--- config.mk ---
export PLATFORM = sky130hd
export DESIGN_NAME = fcs_host
export DESIGN_NICKNAME = d
export VERILOG_FILES = /design/src/fcs_pkg.sv /design/src/fcs_cyc_if.sv /design/src/fcs_cycle.sv /design/src/fcs_host.sv
export VERILOG_INCLUDE_DIRS = /design/src
export SDC_FILE = /design/constraint.sdc
export NUM_CORES = 1
export LEC_CHECK = 0
export ABC_AREA = 1
export ABC_CLOCK_PERIOD_IN_PS = 2300
export BUFFER_PORTS_ARGS = -buffer_cell sky130_fd_sc_hd__buf_2
export CAP_MARGIN = 20
export CELL_PAD_IN_SITES_DETAIL_PLACEMENT = 1
export CELL_PAD_IN_SITES_GLOBAL_PLACEMENT = 2
export CORE_MARGIN = 2
export CORE_UTILIZATION = 30
export CTS_CLUSTER_SIZE = 20
export DETAILED_ROUTE_END_ITERATION = 10
export PLACE_DENSITY = 0.68
export SETUP_SLACK_MARGIN = 0.15
export SYNTH_ARGS = -nofsm -noshare
export SYNTH_HDL_FRONTEND = slang
export SYNTH_SLANG_ARGS = --single-unit
--- constraint.sdc ---
create_clock -name mclk -period 2.3 [get_ports mclk]
set_input_delay 0.46 -clock mclk [delete_from_list [all_inputs] [get_ports mclk]]
set_output_delay 0.46 -clock mclk [all_outputs]
set_load 0.02 [all_outputs]
--- src/fcs_params.svh ---
// Timing counts, command codes and address fields for the flash card host sequencer
`ifndef FCS_PARAMS_SVH
`define FCS_PARAMS_SVH
`define FCS_CLK_NS        5
`define FCS_CYC(ns)       (((ns) + `FCS_CLK_NS - 1) / `FCS_CLK_NS)
`define FCS_RST_LOW_NS    500
`define FCS_RST_LOW_CYC   `FCS_CYC(`FCS_RST_LOW_NS)
`define FCS_RST_DONE_NS   20000
`define FCS_RST_DONE_CYC  `FCS_CYC(`FCS_RST_DONE_NS)
`define FCS_WAKE_NS       500
`define FCS_WAKE_CYC      `FCS_CYC(`FCS_WAKE_NS)
`define FCS_ADD_WIN_NS    50000
`define FCS_ADD_WIN_CYC   `FCS_CYC(`FCS_ADD_WIN_NS)
`define FCS_STROBE_NS     50
`define FCS_STROBE_CYC    `FCS_CYC(`FCS_STROBE_NS)
`define FCS_SETUP_CYC     2
`define FCS_HOLD_CYC      2
`define FCS_BUSY_DLY_CYC  8
`define FCS_CMD_ADDR1     16'h0555
`define FCS_CMD_ADDR2     16'h02aa
`define FCS_CODE_UNLOCK1  8'haa
`define FCS_CODE_UNLOCK2  8'h55
`define FCS_CODE_RESET    8'hf0
`define FCS_CODE_ID       8'h90
`define FCS_CODE_PROG     8'ha0
`define FCS_CODE_ERASE    8'h80
`define FCS_CODE_CHIP     8'h10
`define FCS_CODE_SECT     8'h30
`define FCS_CODE_SUSP     8'hb0
`define FCS_CODE_RESUME   8'h30
`define FCS_SECT_LSB      16
`define FCS_BIT_FLAG_LO   3
`define FCS_BIT_FLAG_HI   11
`endif

--- src/fcs_pkg.sv ---
// Types shared by the flash card host sequencer
package fcs_pkg;
  typedef enum logic [3:0] {
    FCS_OP_READ   = 4'h0,
    FCS_OP_POLL   = 4'h1,
    FCS_OP_RESET  = 4'h2,
    FCS_OP_ID     = 4'h3,
    FCS_OP_PROG   = 4'h4,
    FCS_OP_CHIP   = 4'h5,
    FCS_OP_SECT   = 4'h6,
    FCS_OP_SADD   = 4'h7,
    FCS_OP_SUSP   = 4'h8,
    FCS_OP_RESUME = 4'h9,
    FCS_OP_HWRST  = 4'ha
  } fcs_op_t;

  typedef enum logic [2:0] {
    FCS_S_IDLE  = 3'h0,
    FCS_S_WR    = 3'h1,
    FCS_S_RD    = 3'h2,
    FCS_S_BDLY  = 3'h3,
    FCS_S_BUSY  = 3'h4,
    FCS_S_RLO   = 3'h5,
    FCS_S_RWAIT = 3'h6,
    FCS_S_WAKE  = 3'h7
  } fcs_state_t;

  typedef enum logic [1:0] {
    FCS_C_IDLE  = 2'h0,
    FCS_C_SETUP = 2'h1,
    FCS_C_STRB  = 2'h2,
    FCS_C_HOLD  = 2'h3
  } fcs_cstate_t;
endpackage

--- src/fcs_cyc_if.sv ---
// One bus cycle request between the sequencer and the pin engine
`timescale 1ns/1ps
`default_nettype none
interface fcs_cyc_if;
  logic        req;
  logic        wr;
  logic        word;
  logic        hi;
  logic [21:0] addr;
  logic [15:0] wdata;
  logic        ack;
  logic [15:0] rdata;
  modport seq (output req, wr, word, hi, addr, wdata, input ack, rdata);
  modport eng (input req, wr, word, hi, addr, wdata, output ack, rdata);
endinterface
`default_nettype wire

--- src/fcs_cycle.sv ---
// Pin engine: runs one card read or write cycle with fixed setup, strobe and hold
`timescale 1ns/1ps
`default_nettype none
`include "fcs_params.svh"
module fcs_cycle (
  input  wire logic   mclk,
  input  wire logic   rst_b,
  input  wire logic   ce,
  fcs_cyc_if.eng      cyc,
  output logic [21:0] card_addr,
  output logic [15:0] card_dout,
  output logic        card_d_oe_n,
  input  wire logic [15:0] card_din,
  output logic        low_byte_select_n,
  output logic        high_byte_select_n,
  output logic        card_oe_n,
  output logic        card_we_n
);
  typedef struct packed {
    fcs_pkg::fcs_cstate_t st;
    logic [3:0]           cnt;
    logic                 wr;
    logic [21:0]          addr;
    logic [15:0]          dout;
    logic                 d_oe_n;
    logic                 sel_lo_n;
    logic                 sel_hi_n;
    logic                 oe_n;
    logic                 we_n;
    logic                 ack;
    logic [15:0]          rdata;
  } fcs_cyc_st_t;

  fcs_cyc_st_t s;
  fcs_cyc_st_t next_s;

  always_comb begin
    next_s = s;
    next_s.ack = 1'b0;
    case (s.st)
      fcs_pkg::FCS_C_IDLE: begin
        // Ack gates req so a held request is not taken twice
        if (cyc.req && !s.ack) begin
          next_s.wr = cyc.wr;
          next_s.addr = cyc.addr;
          next_s.dout = cyc.wdata;
          next_s.sel_lo_n = !(cyc.word || !cyc.hi);
          next_s.sel_hi_n = !(cyc.word || cyc.hi);
          next_s.d_oe_n = !cyc.wr;
          next_s.cnt = 4'(`FCS_SETUP_CYC - 1);
          next_s.st = fcs_pkg::FCS_C_SETUP;
        end
      end
      fcs_pkg::FCS_C_SETUP: begin
        next_s.cnt = s.cnt - 4'h1;
        if (s.cnt == 4'h0) begin
          next_s.we_n = !s.wr;
          next_s.oe_n = s.wr;
          next_s.cnt = 4'(`FCS_STROBE_CYC - 1);
          next_s.st = fcs_pkg::FCS_C_STRB;
        end
      end
      fcs_pkg::FCS_C_STRB: begin
        next_s.cnt = s.cnt - 4'h1;
        if (s.cnt == 4'h0) begin
          if (!s.wr) begin
            next_s.rdata = card_din;
          end
          next_s.we_n = 1'b1;
          next_s.oe_n = 1'b1;
          next_s.cnt = 4'(`FCS_HOLD_CYC - 1);
          next_s.st = fcs_pkg::FCS_C_HOLD;
        end
      end
      fcs_pkg::FCS_C_HOLD: begin
        next_s.cnt = s.cnt - 4'h1;
        if (s.cnt == 4'h0) begin
          next_s.sel_lo_n = 1'b1;
          next_s.sel_hi_n = 1'b1;
          next_s.d_oe_n = 1'b1;
          next_s.ack = 1'b1;
          next_s.st = fcs_pkg::FCS_C_IDLE;
        end
      end
      default: next_s.st = fcs_pkg::FCS_C_IDLE;
    endcase
  end

  always_ff @(posedge mclk or negedge rst_b) begin
    if (!rst_b) begin
      s <= '{st: fcs_pkg::FCS_C_IDLE, cnt: 4'h0, wr: 1'b0, addr: 22'h00_0000, dout: 16'h0000,
             d_oe_n: 1'b1, sel_lo_n: 1'b1, sel_hi_n: 1'b1, oe_n: 1'b1, we_n: 1'b1,
             ack: 1'b0, rdata: 16'h0000};
    end else if (ce) begin
      s <= next_s;
    end
  end

  assign cyc.ack = s.ack;
  assign cyc.rdata = s.rdata;
  assign card_addr = s.addr;
  assign card_dout = s.dout;
  assign card_d_oe_n = s.d_oe_n;
  assign low_byte_select_n = s.sel_lo_n;
  assign high_byte_select_n = s.sel_hi_n;
  assign card_oe_n = s.oe_n;
  assign card_we_n = s.we_n;
endmodule
`default_nettype wire

--- src/fcs_host.sv ---
// Host sequencer that issues flash card command sequences and tracks erase state
`timescale 1ns/1ps
`default_nettype none
`include "fcs_params.svh"
// How it works
// - Byte mode asserts exactly one select
// - Commands only through write cycles
// - Extra sectors added within 50 us
// - Poll status inside an erasing sector
// - Allow 500 ns wake after reset
module fcs_host #(
  parameter int ADD_WIN_CYC = `FCS_ADD_WIN_CYC
) (
  input  wire logic            mclk,
  input  wire logic            rst_b,
  input  wire logic            ce,
  input  wire logic            cmd_valid,
  input  wire fcs_pkg::fcs_op_t cmd_op,
  input  wire logic [21:0]     cmd_addr,
  input  wire logic [15:0]     cmd_data,
  input  wire logic            cmd_word,
  input  wire logic            cmd_hi,
  output logic                 cmd_ready,
  output logic                 done,
  output logic                 refused,
  output logic [15:0]          rd_data,
  output logic                 window_open,
  output logic                 erasing,
  output logic                 suspended,
  output logic                 id_mode,
  output logic                 erase_window_flag_low,
  output logic                 erase_window_flag_high,
  output logic [21:0]          card_addr,
  output logic [15:0]          card_dout,
  output logic                 card_d_oe_n,
  input  wire logic [15:0]     card_din,
  output logic                 low_byte_select_n,
  output logic                 high_byte_select_n,
  output logic                 card_oe_n,
  output logic                 card_we_n,
  output logic                 card_reset_n,
  input  wire logic            busy_n
);
  if (ADD_WIN_CYC < 2 || ADD_WIN_CYC > 16383) begin : g_chk
    $error("ADD_WIN_CYC out of range");
  end

  function automatic logic [37:0] fcs_step(input fcs_pkg::fcs_op_t op, input logic [2:0] idx,
                                           input logic [21:0] ua, input logic [15:0] ud);
    logic [21:0] a1;
    logic [21:0] a2;
    logic [7:0]  b;
    logic [21:0] a;
    a1 = {ua[21:16], `FCS_CMD_ADDR1};
    a2 = {ua[21:16], `FCS_CMD_ADDR2};
    a = a1;
    b = `FCS_CODE_RESET;
    case (op)
      fcs_pkg::FCS_OP_RESET:  a = ua;
      fcs_pkg::FCS_OP_SADD:   begin a = ua; b = `FCS_CODE_SECT; end
      fcs_pkg::FCS_OP_SUSP:   begin a = ua; b = `FCS_CODE_SUSP; end
      fcs_pkg::FCS_OP_RESUME: begin a = ua; b = `FCS_CODE_RESUME; end
      default: begin
        if (idx == 3'h0 || idx == 3'h3) begin
          b = `FCS_CODE_UNLOCK1;
        end else if (idx == 3'h1 || idx == 3'h4) begin
          a = a2;
          b = `FCS_CODE_UNLOCK2;
        end else if (idx == 3'h2) begin
          b = (op == fcs_pkg::FCS_OP_ID) ? `FCS_CODE_ID :
              (op == fcs_pkg::FCS_OP_PROG) ? `FCS_CODE_PROG : `FCS_CODE_ERASE;
        end else if (op == fcs_pkg::FCS_OP_CHIP) begin
          b = `FCS_CODE_CHIP;
        end else begin
          a = ua;
          b = `FCS_CODE_SECT;
        end
      end
    endcase
    // Program data goes out as given
    if (op == fcs_pkg::FCS_OP_PROG && idx == 3'h3) begin
      fcs_step = {ua, ud};
    end else begin
      fcs_step = {a, b, b};
    end
  endfunction

  function automatic logic [2:0] fcs_nsteps(input fcs_pkg::fcs_op_t op);
    case (op)
      fcs_pkg::FCS_OP_ID:   fcs_nsteps = 3'h3;
      fcs_pkg::FCS_OP_PROG: fcs_nsteps = 3'h4;
      fcs_pkg::FCS_OP_CHIP: fcs_nsteps = 3'h6;
      fcs_pkg::FCS_OP_SECT: fcs_nsteps = 3'h6;
      default:              fcs_nsteps = 3'h1;
    endcase
  endfunction

  typedef struct packed {
    fcs_pkg::fcs_state_t st;
    fcs_pkg::fcs_op_t    op;
    logic [21:0]         addr;
    logic [15:0]         data;
    logic                word;
    logic                hi;
    logic [2:0]          step;
    logic [13:0]         cnt;
    logic [13:0]         wcnt;
    logic [3:0]          ecnt;
    logic [21:0]         sect_addr;
    logic                window;
    logic                erasing;
    logic                suspended;
    logic                id_mode;
    logic                rdy;
    logic                done;
    logic                refused;
    logic [15:0]         rdata;
    logic                flag_lo;
    logic                flag_hi;
    logic                req;
    logic                reset_n;
  } fcs_host_st_t;

  fcs_host_st_t s;
  fcs_host_st_t next_s;
  fcs_cyc_if    cyc ();
  logic [37:0]  step_word;

  always_comb begin
    logic        blocked;
    blocked = 1'b0;
    next_s = s;
    next_s.done = 1'b0;
    next_s.refused = 1'b0;
    if (s.window) begin
      next_s.wcnt = s.wcnt + 14'h1;
      if (s.wcnt == 14'(ADD_WIN_CYC - 1)) begin
        next_s.window = 1'b0;
        next_s.erasing = 1'b1;
        next_s.ecnt = 4'h0;
      end
    end
    if (s.erasing && !s.window && !s.suspended) begin
      if (s.ecnt != 4'(`FCS_BUSY_DLY_CYC)) begin
        next_s.ecnt = s.ecnt + 4'h1;
      end else if (busy_n) begin
        next_s.erasing = 1'b0;
      end
    end
    case (s.st)
      fcs_pkg::FCS_S_IDLE: begin
        if (cmd_valid && s.rdy) begin
          next_s.op = cmd_op;
          next_s.addr = cmd_addr;
          next_s.data = cmd_data;
          next_s.word = cmd_word;
          next_s.hi = cmd_hi;
          next_s.step = 3'h0;
          // Refuse commands that clash with the erase window, erase or suspend state
          case (cmd_op)
            fcs_pkg::FCS_OP_READ, fcs_pkg::FCS_OP_POLL, fcs_pkg::FCS_OP_HWRST: blocked = 1'b0;
            fcs_pkg::FCS_OP_SADD:   blocked = !s.window;
            fcs_pkg::FCS_OP_SUSP:   blocked = !(s.window || (s.erasing && !s.suspended));
            fcs_pkg::FCS_OP_RESUME: blocked = !s.suspended;
            fcs_pkg::FCS_OP_PROG:   blocked = s.window || (s.erasing && !s.suspended);
            default:                blocked = s.window || s.erasing;
          endcase
          if (blocked) begin
            next_s.refused = 1'b1;
          end else if (cmd_op == fcs_pkg::FCS_OP_HWRST) begin
            // Reset pin low for the pulse time
            next_s.rdy = 1'b0;
            next_s.reset_n = 1'b0;
            next_s.cnt = 14'(`FCS_RST_LOW_CYC - 1);
            next_s.st = fcs_pkg::FCS_S_RLO;
          end else begin
            if (cmd_op == fcs_pkg::FCS_OP_POLL) begin
              next_s.addr = s.sect_addr;
            end
            next_s.rdy = 1'b0;
            next_s.req = 1'b1;
            next_s.st = (cmd_op == fcs_pkg::FCS_OP_READ || cmd_op == fcs_pkg::FCS_OP_POLL) ?
                        fcs_pkg::FCS_S_RD : fcs_pkg::FCS_S_WR;
          end
        end
      end
      fcs_pkg::FCS_S_WR: begin
        if (cyc.ack) begin
          next_s.step = s.step + 3'h1;
          if (s.step + 3'h1 == fcs_nsteps(s.op)) begin
            next_s.req = 1'b0;
            next_s.cnt = 14'(`FCS_BUSY_DLY_CYC);
            case (s.op)
              fcs_pkg::FCS_OP_PROG, fcs_pkg::FCS_OP_CHIP: next_s.st = fcs_pkg::FCS_S_BDLY;
              fcs_pkg::FCS_OP_SECT, fcs_pkg::FCS_OP_SADD: begin
                next_s.window = 1'b1;
                next_s.wcnt = 14'h0000;
                next_s.sect_addr = s.addr;
              end
              fcs_pkg::FCS_OP_SUSP: begin
                // Suspend closes the window at once
                next_s.window = 1'b0;
                next_s.erasing = 1'b1;
                next_s.suspended = 1'b1;
              end
              fcs_pkg::FCS_OP_RESUME: begin
                next_s.suspended = 1'b0;
                next_s.ecnt = 4'h0;
              end
              fcs_pkg::FCS_OP_ID:    next_s.id_mode = 1'b1;
              fcs_pkg::FCS_OP_RESET: next_s.id_mode = 1'b0;
              default: next_s.id_mode = s.id_mode;
            endcase
            if (s.op != fcs_pkg::FCS_OP_PROG && s.op != fcs_pkg::FCS_OP_CHIP) begin
              next_s.done = 1'b1;
              next_s.rdy = 1'b1;
              next_s.st = fcs_pkg::FCS_S_IDLE;
            end
          end
        end
      end
      fcs_pkg::FCS_S_RD: begin
        if (cyc.ack) begin
          next_s.req = 1'b0;
          next_s.rdata = cyc.rdata;
          if (s.op == fcs_pkg::FCS_OP_POLL) begin
            next_s.flag_lo = cyc.rdata[`FCS_BIT_FLAG_LO];
            next_s.flag_hi = cyc.rdata[`FCS_BIT_FLAG_HI];
          end
          next_s.done = 1'b1;
          next_s.rdy = 1'b1;
          next_s.st = fcs_pkg::FCS_S_IDLE;
        end
      end
      fcs_pkg::FCS_S_BDLY: begin
        // Busy may lag the last strobe, so wait before trusting it
        next_s.cnt = s.cnt - 14'h1;
        if (s.cnt == 14'h0) begin
          next_s.st = fcs_pkg::FCS_S_BUSY;
        end
      end
      fcs_pkg::FCS_S_BUSY: begin
        if (busy_n) begin
          next_s.done = 1'b1;
          next_s.rdy = 1'b1;
          next_s.st = fcs_pkg::FCS_S_IDLE;
        end
      end
      fcs_pkg::FCS_S_RLO: begin
        next_s.cnt = s.cnt - 14'h1;
        if (s.cnt == 14'h0) begin
          next_s.reset_n = 1'b1;
          next_s.cnt = 14'(`FCS_RST_DONE_CYC - `FCS_RST_LOW_CYC - 1);
          next_s.st = fcs_pkg::FCS_S_RWAIT;
        end
      end
      fcs_pkg::FCS_S_RWAIT: begin
        next_s.cnt = s.cnt - 14'h1;
        if (s.cnt == 14'h0) begin
          next_s.cnt = 14'(`FCS_WAKE_CYC - 1);
          next_s.st = fcs_pkg::FCS_S_WAKE;
        end
      end
      fcs_pkg::FCS_S_WAKE: begin
        next_s.cnt = s.cnt - 14'h1;
        if (s.cnt == 14'h0) begin
          next_s.window = 1'b0;
          next_s.erasing = 1'b0;
          next_s.suspended = 1'b0;
          next_s.id_mode = 1'b0;
          next_s.done = 1'b1;
          next_s.rdy = 1'b1;
          next_s.st = fcs_pkg::FCS_S_IDLE;
        end
      end
      default: next_s.st = fcs_pkg::FCS_S_IDLE;
    endcase
  end

  always_ff @(posedge mclk or negedge rst_b) begin
    if (!rst_b) begin
      s <= '0;
      s.rdy <= 1'b1;
      s.reset_n <= 1'b1;
    end else if (ce) begin
      s <= next_s;
    end
  end

  assign cyc.req = s.req;
  assign cyc.wr = (s.st == fcs_pkg::FCS_S_WR);
  assign cyc.word = s.word;
  assign cyc.hi = s.hi;
  assign step_word = fcs_step(s.op, s.step, s.addr, s.data);
  assign cyc.addr = (s.st == fcs_pkg::FCS_S_WR) ? step_word[37:16] : s.addr;
  assign cyc.wdata = step_word[15:0];

  fcs_cycle u_cycle (
    .mclk               (mclk),
    .rst_b              (rst_b),
    .ce                 (ce),
    .cyc                (cyc),
    .card_addr          (card_addr),
    .card_dout          (card_dout),
    .card_d_oe_n        (card_d_oe_n),
    .card_din           (card_din),
    .low_byte_select_n  (low_byte_select_n),
    .high_byte_select_n (high_byte_select_n),
    .card_oe_n          (card_oe_n),
    .card_we_n          (card_we_n)
  );

  assign cmd_ready = s.rdy;
  assign done = s.done;
  assign refused = s.refused;
  assign rd_data = s.rdata;
  assign window_open = s.window;
  assign erasing = s.erasing;
  assign suspended = s.suspended;
  assign id_mode = s.id_mode;
  assign erase_window_flag_low = s.flag_lo;
  assign erase_window_flag_high = s.flag_hi;
  assign card_reset_n = s.reset_n;
endmodule
`default_nettype wire

Word-level counts from Yosys, hierarchy flattened
Cells that the tools add are included.
{ "totals": {"wordCells": 254, "inputBits": 65, "regBits": 198, "output_inout_bits": 69} }
{ "op_classes": {"reduce_logical": 62, "muxes": 97, "bitwise": 1, "n_eq_ne": 54, "n_addsub": 5} }
{ "ops": {"columns": ["cell", "count"], "rows": [
  ["$mux W16", 6],
  ["$mux W22", 4],
  ["$mux W14", 5],
  ["$pmux W14 S5", 1],
  ["$mux W64", 1],
  ["$mux W63", 1],
  ["$mux W60", 1],
  ["$mux W48", 1],
  ["$mux W3", 15],
  ["$mux W40", 1],
  ["$mux W6", 6],
  ["$mux W32", 1],
  ["$eq A4 B3 Y1 const B", 6],
  ["$mux W8", 3],
  ["$ne A2 B2 Y1 const B", 12],
  ["$pmux W3 S8", 1],
  ["$pmux W6 S4", 1],
  ["$pmux W8 S3", 1],
  ["$mux W2", 11],
  ["$eq A4 B4 Y1 const B", 5],
  ["$reduce_and A4 Y1", 5],
  ["$mux W1", 19],
  ["$mux W18", 1],
  ["$reduce_and A6 Y1", 3],
  ["48 further kinds", 108]
]} }

Depth between registers and ports, before layout
{ "depth": {"depth_word": 11, "depth_mapped": 13, "depth_no_buf": 13} }

By module
Synthesis repeated with hierarchy kept, for this count alone.
{ "hier_totals": {"hier_cells": 1392, "area_unflattened_um2": 10654.0} }
{ "modules_own_cells": {"columns": ["module", "area_each_um2", "cells_each", "seq_area_each_um2", "n_inst"], "rows": [
  ["fcs_host", 7457.2, 1007, 3280.6, 1],
  ["fcs_cycle", 3196.8, 385, 1682.9, 1]
]} }

Worst setup path after synthesis
No wires, ideal clock.
{ "synth_timing": {"kind": "register to register", "start": "register s[81] (netlist name)", "end": "register s[30] (netlist name)", "setup_time_ps": 121, "setup_slack_ps": 374, "t_arrival_ps": 1805, "path_buffers": 1, "path_stages_with_launch": 13, "required_ps": 2179, "synth_period_minus_slack_ps": 1926, "cell_sequence": "dfrtp_1 ha_1 ha_1 inv_1 nor2_1 o21ai_0 nand2_1 nand3_1 inv_2 nand3_4 buf_4 nand2_1 o21ai_1"} }
{ "synth_between": {"elab_chain_cells": 3} }
{ "synth_lines": {"columns": ["element", "line_no", "text"], "rows": [
  ["start, declared", "fcs_host.sv:124", "fcs_host_st_t s;"],
  ["start signal, assigned", "fcs_host.sv:286", "s <= next_s;"],
  ["$add A3 B1 Y3", "fcs_host.sv:190", "if (s.step + 3'h1 == fcs_nsteps(s.op)) begin"],
  ["$eq A3 B3 Y1", "fcs_host.sv:190", null],
  ["$reduce_and A5 Y1 (no source line)", null, null]
]} }
No other way between the ends.
A chain may end at the register's enable or synchronous reset.

Worst setup path in the final report
{ "layout_timing": {"start": "register s[82] (netlist name)", "end": "register s[72] (netlist name)"} }
{ "layout_between": {"elab_chain_cells": 4} }
{ "layout_lines": {"columns": ["element", "line_no"], "rows": [
  ["$add A3 B1 Y3", "fcs_host.sv:190"],
  ["$eq A3 B3 Y1", "fcs_host.sv:190"],
  ["$ne A2 B2 Y1 (no source line)", null],
  ["$reduce_and A7 Y1 (no source line)", null]
]} }
No other way between the ends.

==> results by group <==
Place
  – PortBufs: 133
  – Pre-CTS WS: 0.0262 ns
  – Detailed placer's ending HPWL: 21400 µm
  – Placer Congestion: 0.803

Floorplanning
  – Initial core utilization: 30.7%
  – Boundary Pins: 134
  – Die X: 187 µm
  – Std-Cell Rows: 66
  – DIE AREA: 34900 µm²
  – Die H: 187 µm
  – Core Box Area: 32700 µm²

STA
  – Setup slack after layout: 0.250 ns
  – Final Slew Violations: 0
  – Max Freq: 488 MHz
  – Setup tns final: 0 ns
  – RSZ-0062 raised after global routing: true
  – Worst Tran Pin Value: 0.518 ns
  – Hold_ws: 0.218 ns
  – Setup Skew: 0.0109 ns
  – Final Hold Vio Count: 0
  – Tcrit/Tclk final: 89.1%
  – Relative slew slack: 65.4%
  – Final setup violation count: 0
  – Period minus WS final: 2.05 ns

Worst setup path
  – Slowest cell on crit path: dfrtp_1
  – Critical Path Start Type: flop
  – Critical path data required time: 2.68 ns
  – CP Capture Type: flop
  – Worst r2r src: s[82]
  – CP peak stage delay: 0.42 ns
  – Setup CP Type: flop to flop
  – WP data arrival: 2.43 ns
  – Most used cell, CP: nand2_2
  – CP Max Fanout: 5
  – Reg2Reg Depth: 13
  – Setup crit start: s[82]
  – Worst path bufs/invs: 2
  – Delay-heaviest family, CP: simple AND/OR/NAND/NOR gates
  – CP Depth: 13
  – Crit path cell chain: ha_2 -> ha_4 -> inv_4 -> nor2_2 -> o21ai_1 -> nand2_2 -> nand2_2 -> nand2_4 -> nand3_4 -> nor2_4 -> clkbuf_16 -> nand2_2 -> nand2_1

Power
  – Power, Total: 13000 µW
  – Lkg Pwr: 0.00596 µW
  – Flop pwr share: 40.3%
  – VDD IR max: 0.520 mV
  – PwrDens: 1110 nW/µm²
  – Switching share of power: 40.6%
  – Int Pwr: 7730 µW
  – P_sw: 5280 µW
  – Clk pwr share: 22.8%
  – Combinational share of power: 36.9%

Final layout
  – Final net count: 1423
  – Synth-to-Final Area Change: 16.8%
  – Final core utilization: 35.8%
  – Share of layout cells above drive strength 1: 19.1%
  – FILL cells: 3993
  – Most frequent cells in the layout: nand2_1, dfrtp_1, buf_2
  – Most common cell after layout, fill and taps aside: nand2_1

Logic synthesis
  – Synth Net Count: 1325
  – Number of library cell types mapped by synthesis: 40
  – Ys Warns: 0
  – Synthesized instance count: 1248
  – Register area share after synthesis: 49.5%
  – Avg Cell Area, Syn: 8.04 µm²
  – Cell area after synthesis: 10000 µm²
  – Seq cells post-synth: 198

Global routing
  – Number of global-route vias before repair: 8923
  – Largest net degree at the start of global routing: 61
  – Grt ovf: 0
  – Initial antenna violation count: 1
  – First-pass GRT wire length: 48500 µm
  – GRT Overall Usage: 17.2%

CTS
  – Worst-path clk slew: 0.08 ns
  – Maximum clock insertion buffer count: 2
  – TritonCTS clock tree: done
  – Clock latency on the worst-skew pair: 0.44 ns
  – Num CTS Buffers: 17
  – Clock sink count: 198
  – CTS Root Cell: clkbuf_16
  – H-Tree Depth: 4

Route
  – DRC viols: 0
  – Routed len/inst: 16.3 µm
  – Antenna Nets Post-Route: 0
  – WL final: 29300 µm
  – Via/cell ratio: 4.65
  – Detailed Routing Iterations Pass 1: 4
  – Drt initial violations: 397
  – Via Count: 8381

Hold path
  – Worst Hold Class: input pin to flop
  – Hold path startpoint: cmd_data[4]
  – Worst hold stages: 3

Job
  – # Max-Cap Violations: 0

Outcome
  – Outcome: complete, no violations
## worst reg2reg max path, delay by kind of cell, from the launching register on
family	cells	cell delay (ns)
AO/OA/AOI/OAI	1	0.07
adder cells (fa/ha/maj)	2	0.49
buffers and inverters	2	0.22
flip-flops	1	0.42
AND/OR/NAND/NOR	8	0.77
## cell type report
cell class	instances	area [µm²]	area share, %
clock inverters	13	116	0.993
clock buffers	19	453	3.87
inverters	131	497	4.24
well taps	442	553	4.72
multi-input cells	825	4040	34.5
diodes	1	2.50	0.0214
flip-flops and latches	198	4960	42.4
repair buffers	173	1090	9.34
## repair_timing
item | 4_1_cts | 5_1_grt
endpoints found under the hold margin | 5 | 0
cloned | 0 | 1
buffers inserted | 6 | 5
resized for setup | 1 | 26
pin swaps | 2 | 7
hold buffers | 1 | 0
setup endpoints to repair | 52 | 69
## power by group through the flow
stage,Sequential [µW],Combinational [µW],Clock (µW)
global placement,5280,4610,0
CTS,5260,4760,3060
finish,5240,4800,2970
floorplan,5200,3580,0
detailed placement,5320,4680,0
global route,5400,5490,3190
## registers in the layout, indices dropped and copies added, names as in the netlist, 7 cells and up
name / flops
s: 102
u_cycle.card_addr: 22
rd_data: 16
u_cycle.card_dout: 16
u_cycle.cyc.rdata: 16
u_cycle.s: 7
## per-layer routing
metal | part of all wire (%) | global-route usage [%] | wire (µm)
met1 | 48 | 23.3 | 14100
met2 | 47 | 28.6 | 13900
met3 | 3.2 | 3.28 | 947
met4 | 1.2 | 3.97 | 346
met5 | 0 | 0 | 0
## logic make-up after synthesis
| group | Yosys count | share of synthesized area [%] |
|---|---|---|
| AND/OR/NAND/NOR | 563 | 23.7 |
| AO/OA/AOI/OAI | 229 | 12.4 |
| buffers and inverters | 225 | 11.1 |
| flip-flops | 198 | 49.5 |
| XOR/XNOR | 21 | 1.83 |
| adder cells (fa/ha/maj) | 12 | 1.50 |
## metrics by stage
stage          instances  instance area [µm²]
2_1_floorplan       1248                10000
3_3_place_gp        1756                10900
5_1_grt             1801                11700
6_report            1802                11700
3_5_place_dp        1756                10900
4_1_cts             1795                11600
## synthesized netlist by cell type, drive strengths merged
library cell | number | share of area [%]
nand3b | 2 | 0.15
dfrtp | 191 | 48
o21bai | 2 | 0.15
inv | 130 | 4.9
ha | 12 | 1.5
xor2 | 17 | 1.5
nor2 | 139 | 5.6
clkinv | 1 | 0.037
o21ai | 144 | 7.2
nand3 | 66 | 3.6
nand4 | 15 | 0.94
xnor2 | 4 | 0.35
a31oi | 20 | 1.2
buf | 79 | 5.6
nor3 | 18 | 1.0
o22ai | 25 | 1.6
o21a | 1 | 0.075
nor4 | 1 | 0.12
o31ai | 2 | 0.15
a22o | 1 | 0.087
nand2 | 322 | 12
o211ai | 5 | 0.37
o32ai | 1 | 0.087
a21oi | 26 | 1.3
clkbuf | 15 | 0.56
o2111ai | 1 | 0.087
dfstp | 7 | 1.8
a211oi | 1 | 0.075
## worst paths after layout
path,endpoint,slack (ns)
max,s[72],0.25
min,s[90],0.22
min in group asynchronous,u_cycle.s[63],0.54
max reg2reg,s[72],0.25
max in group asynchronous,u_cycle.card_d_oe_n,1.00
min reg2reg,u_cycle.low_byte_select_n,0.47
Note: power is estimated with default switching activity, not from simulation.
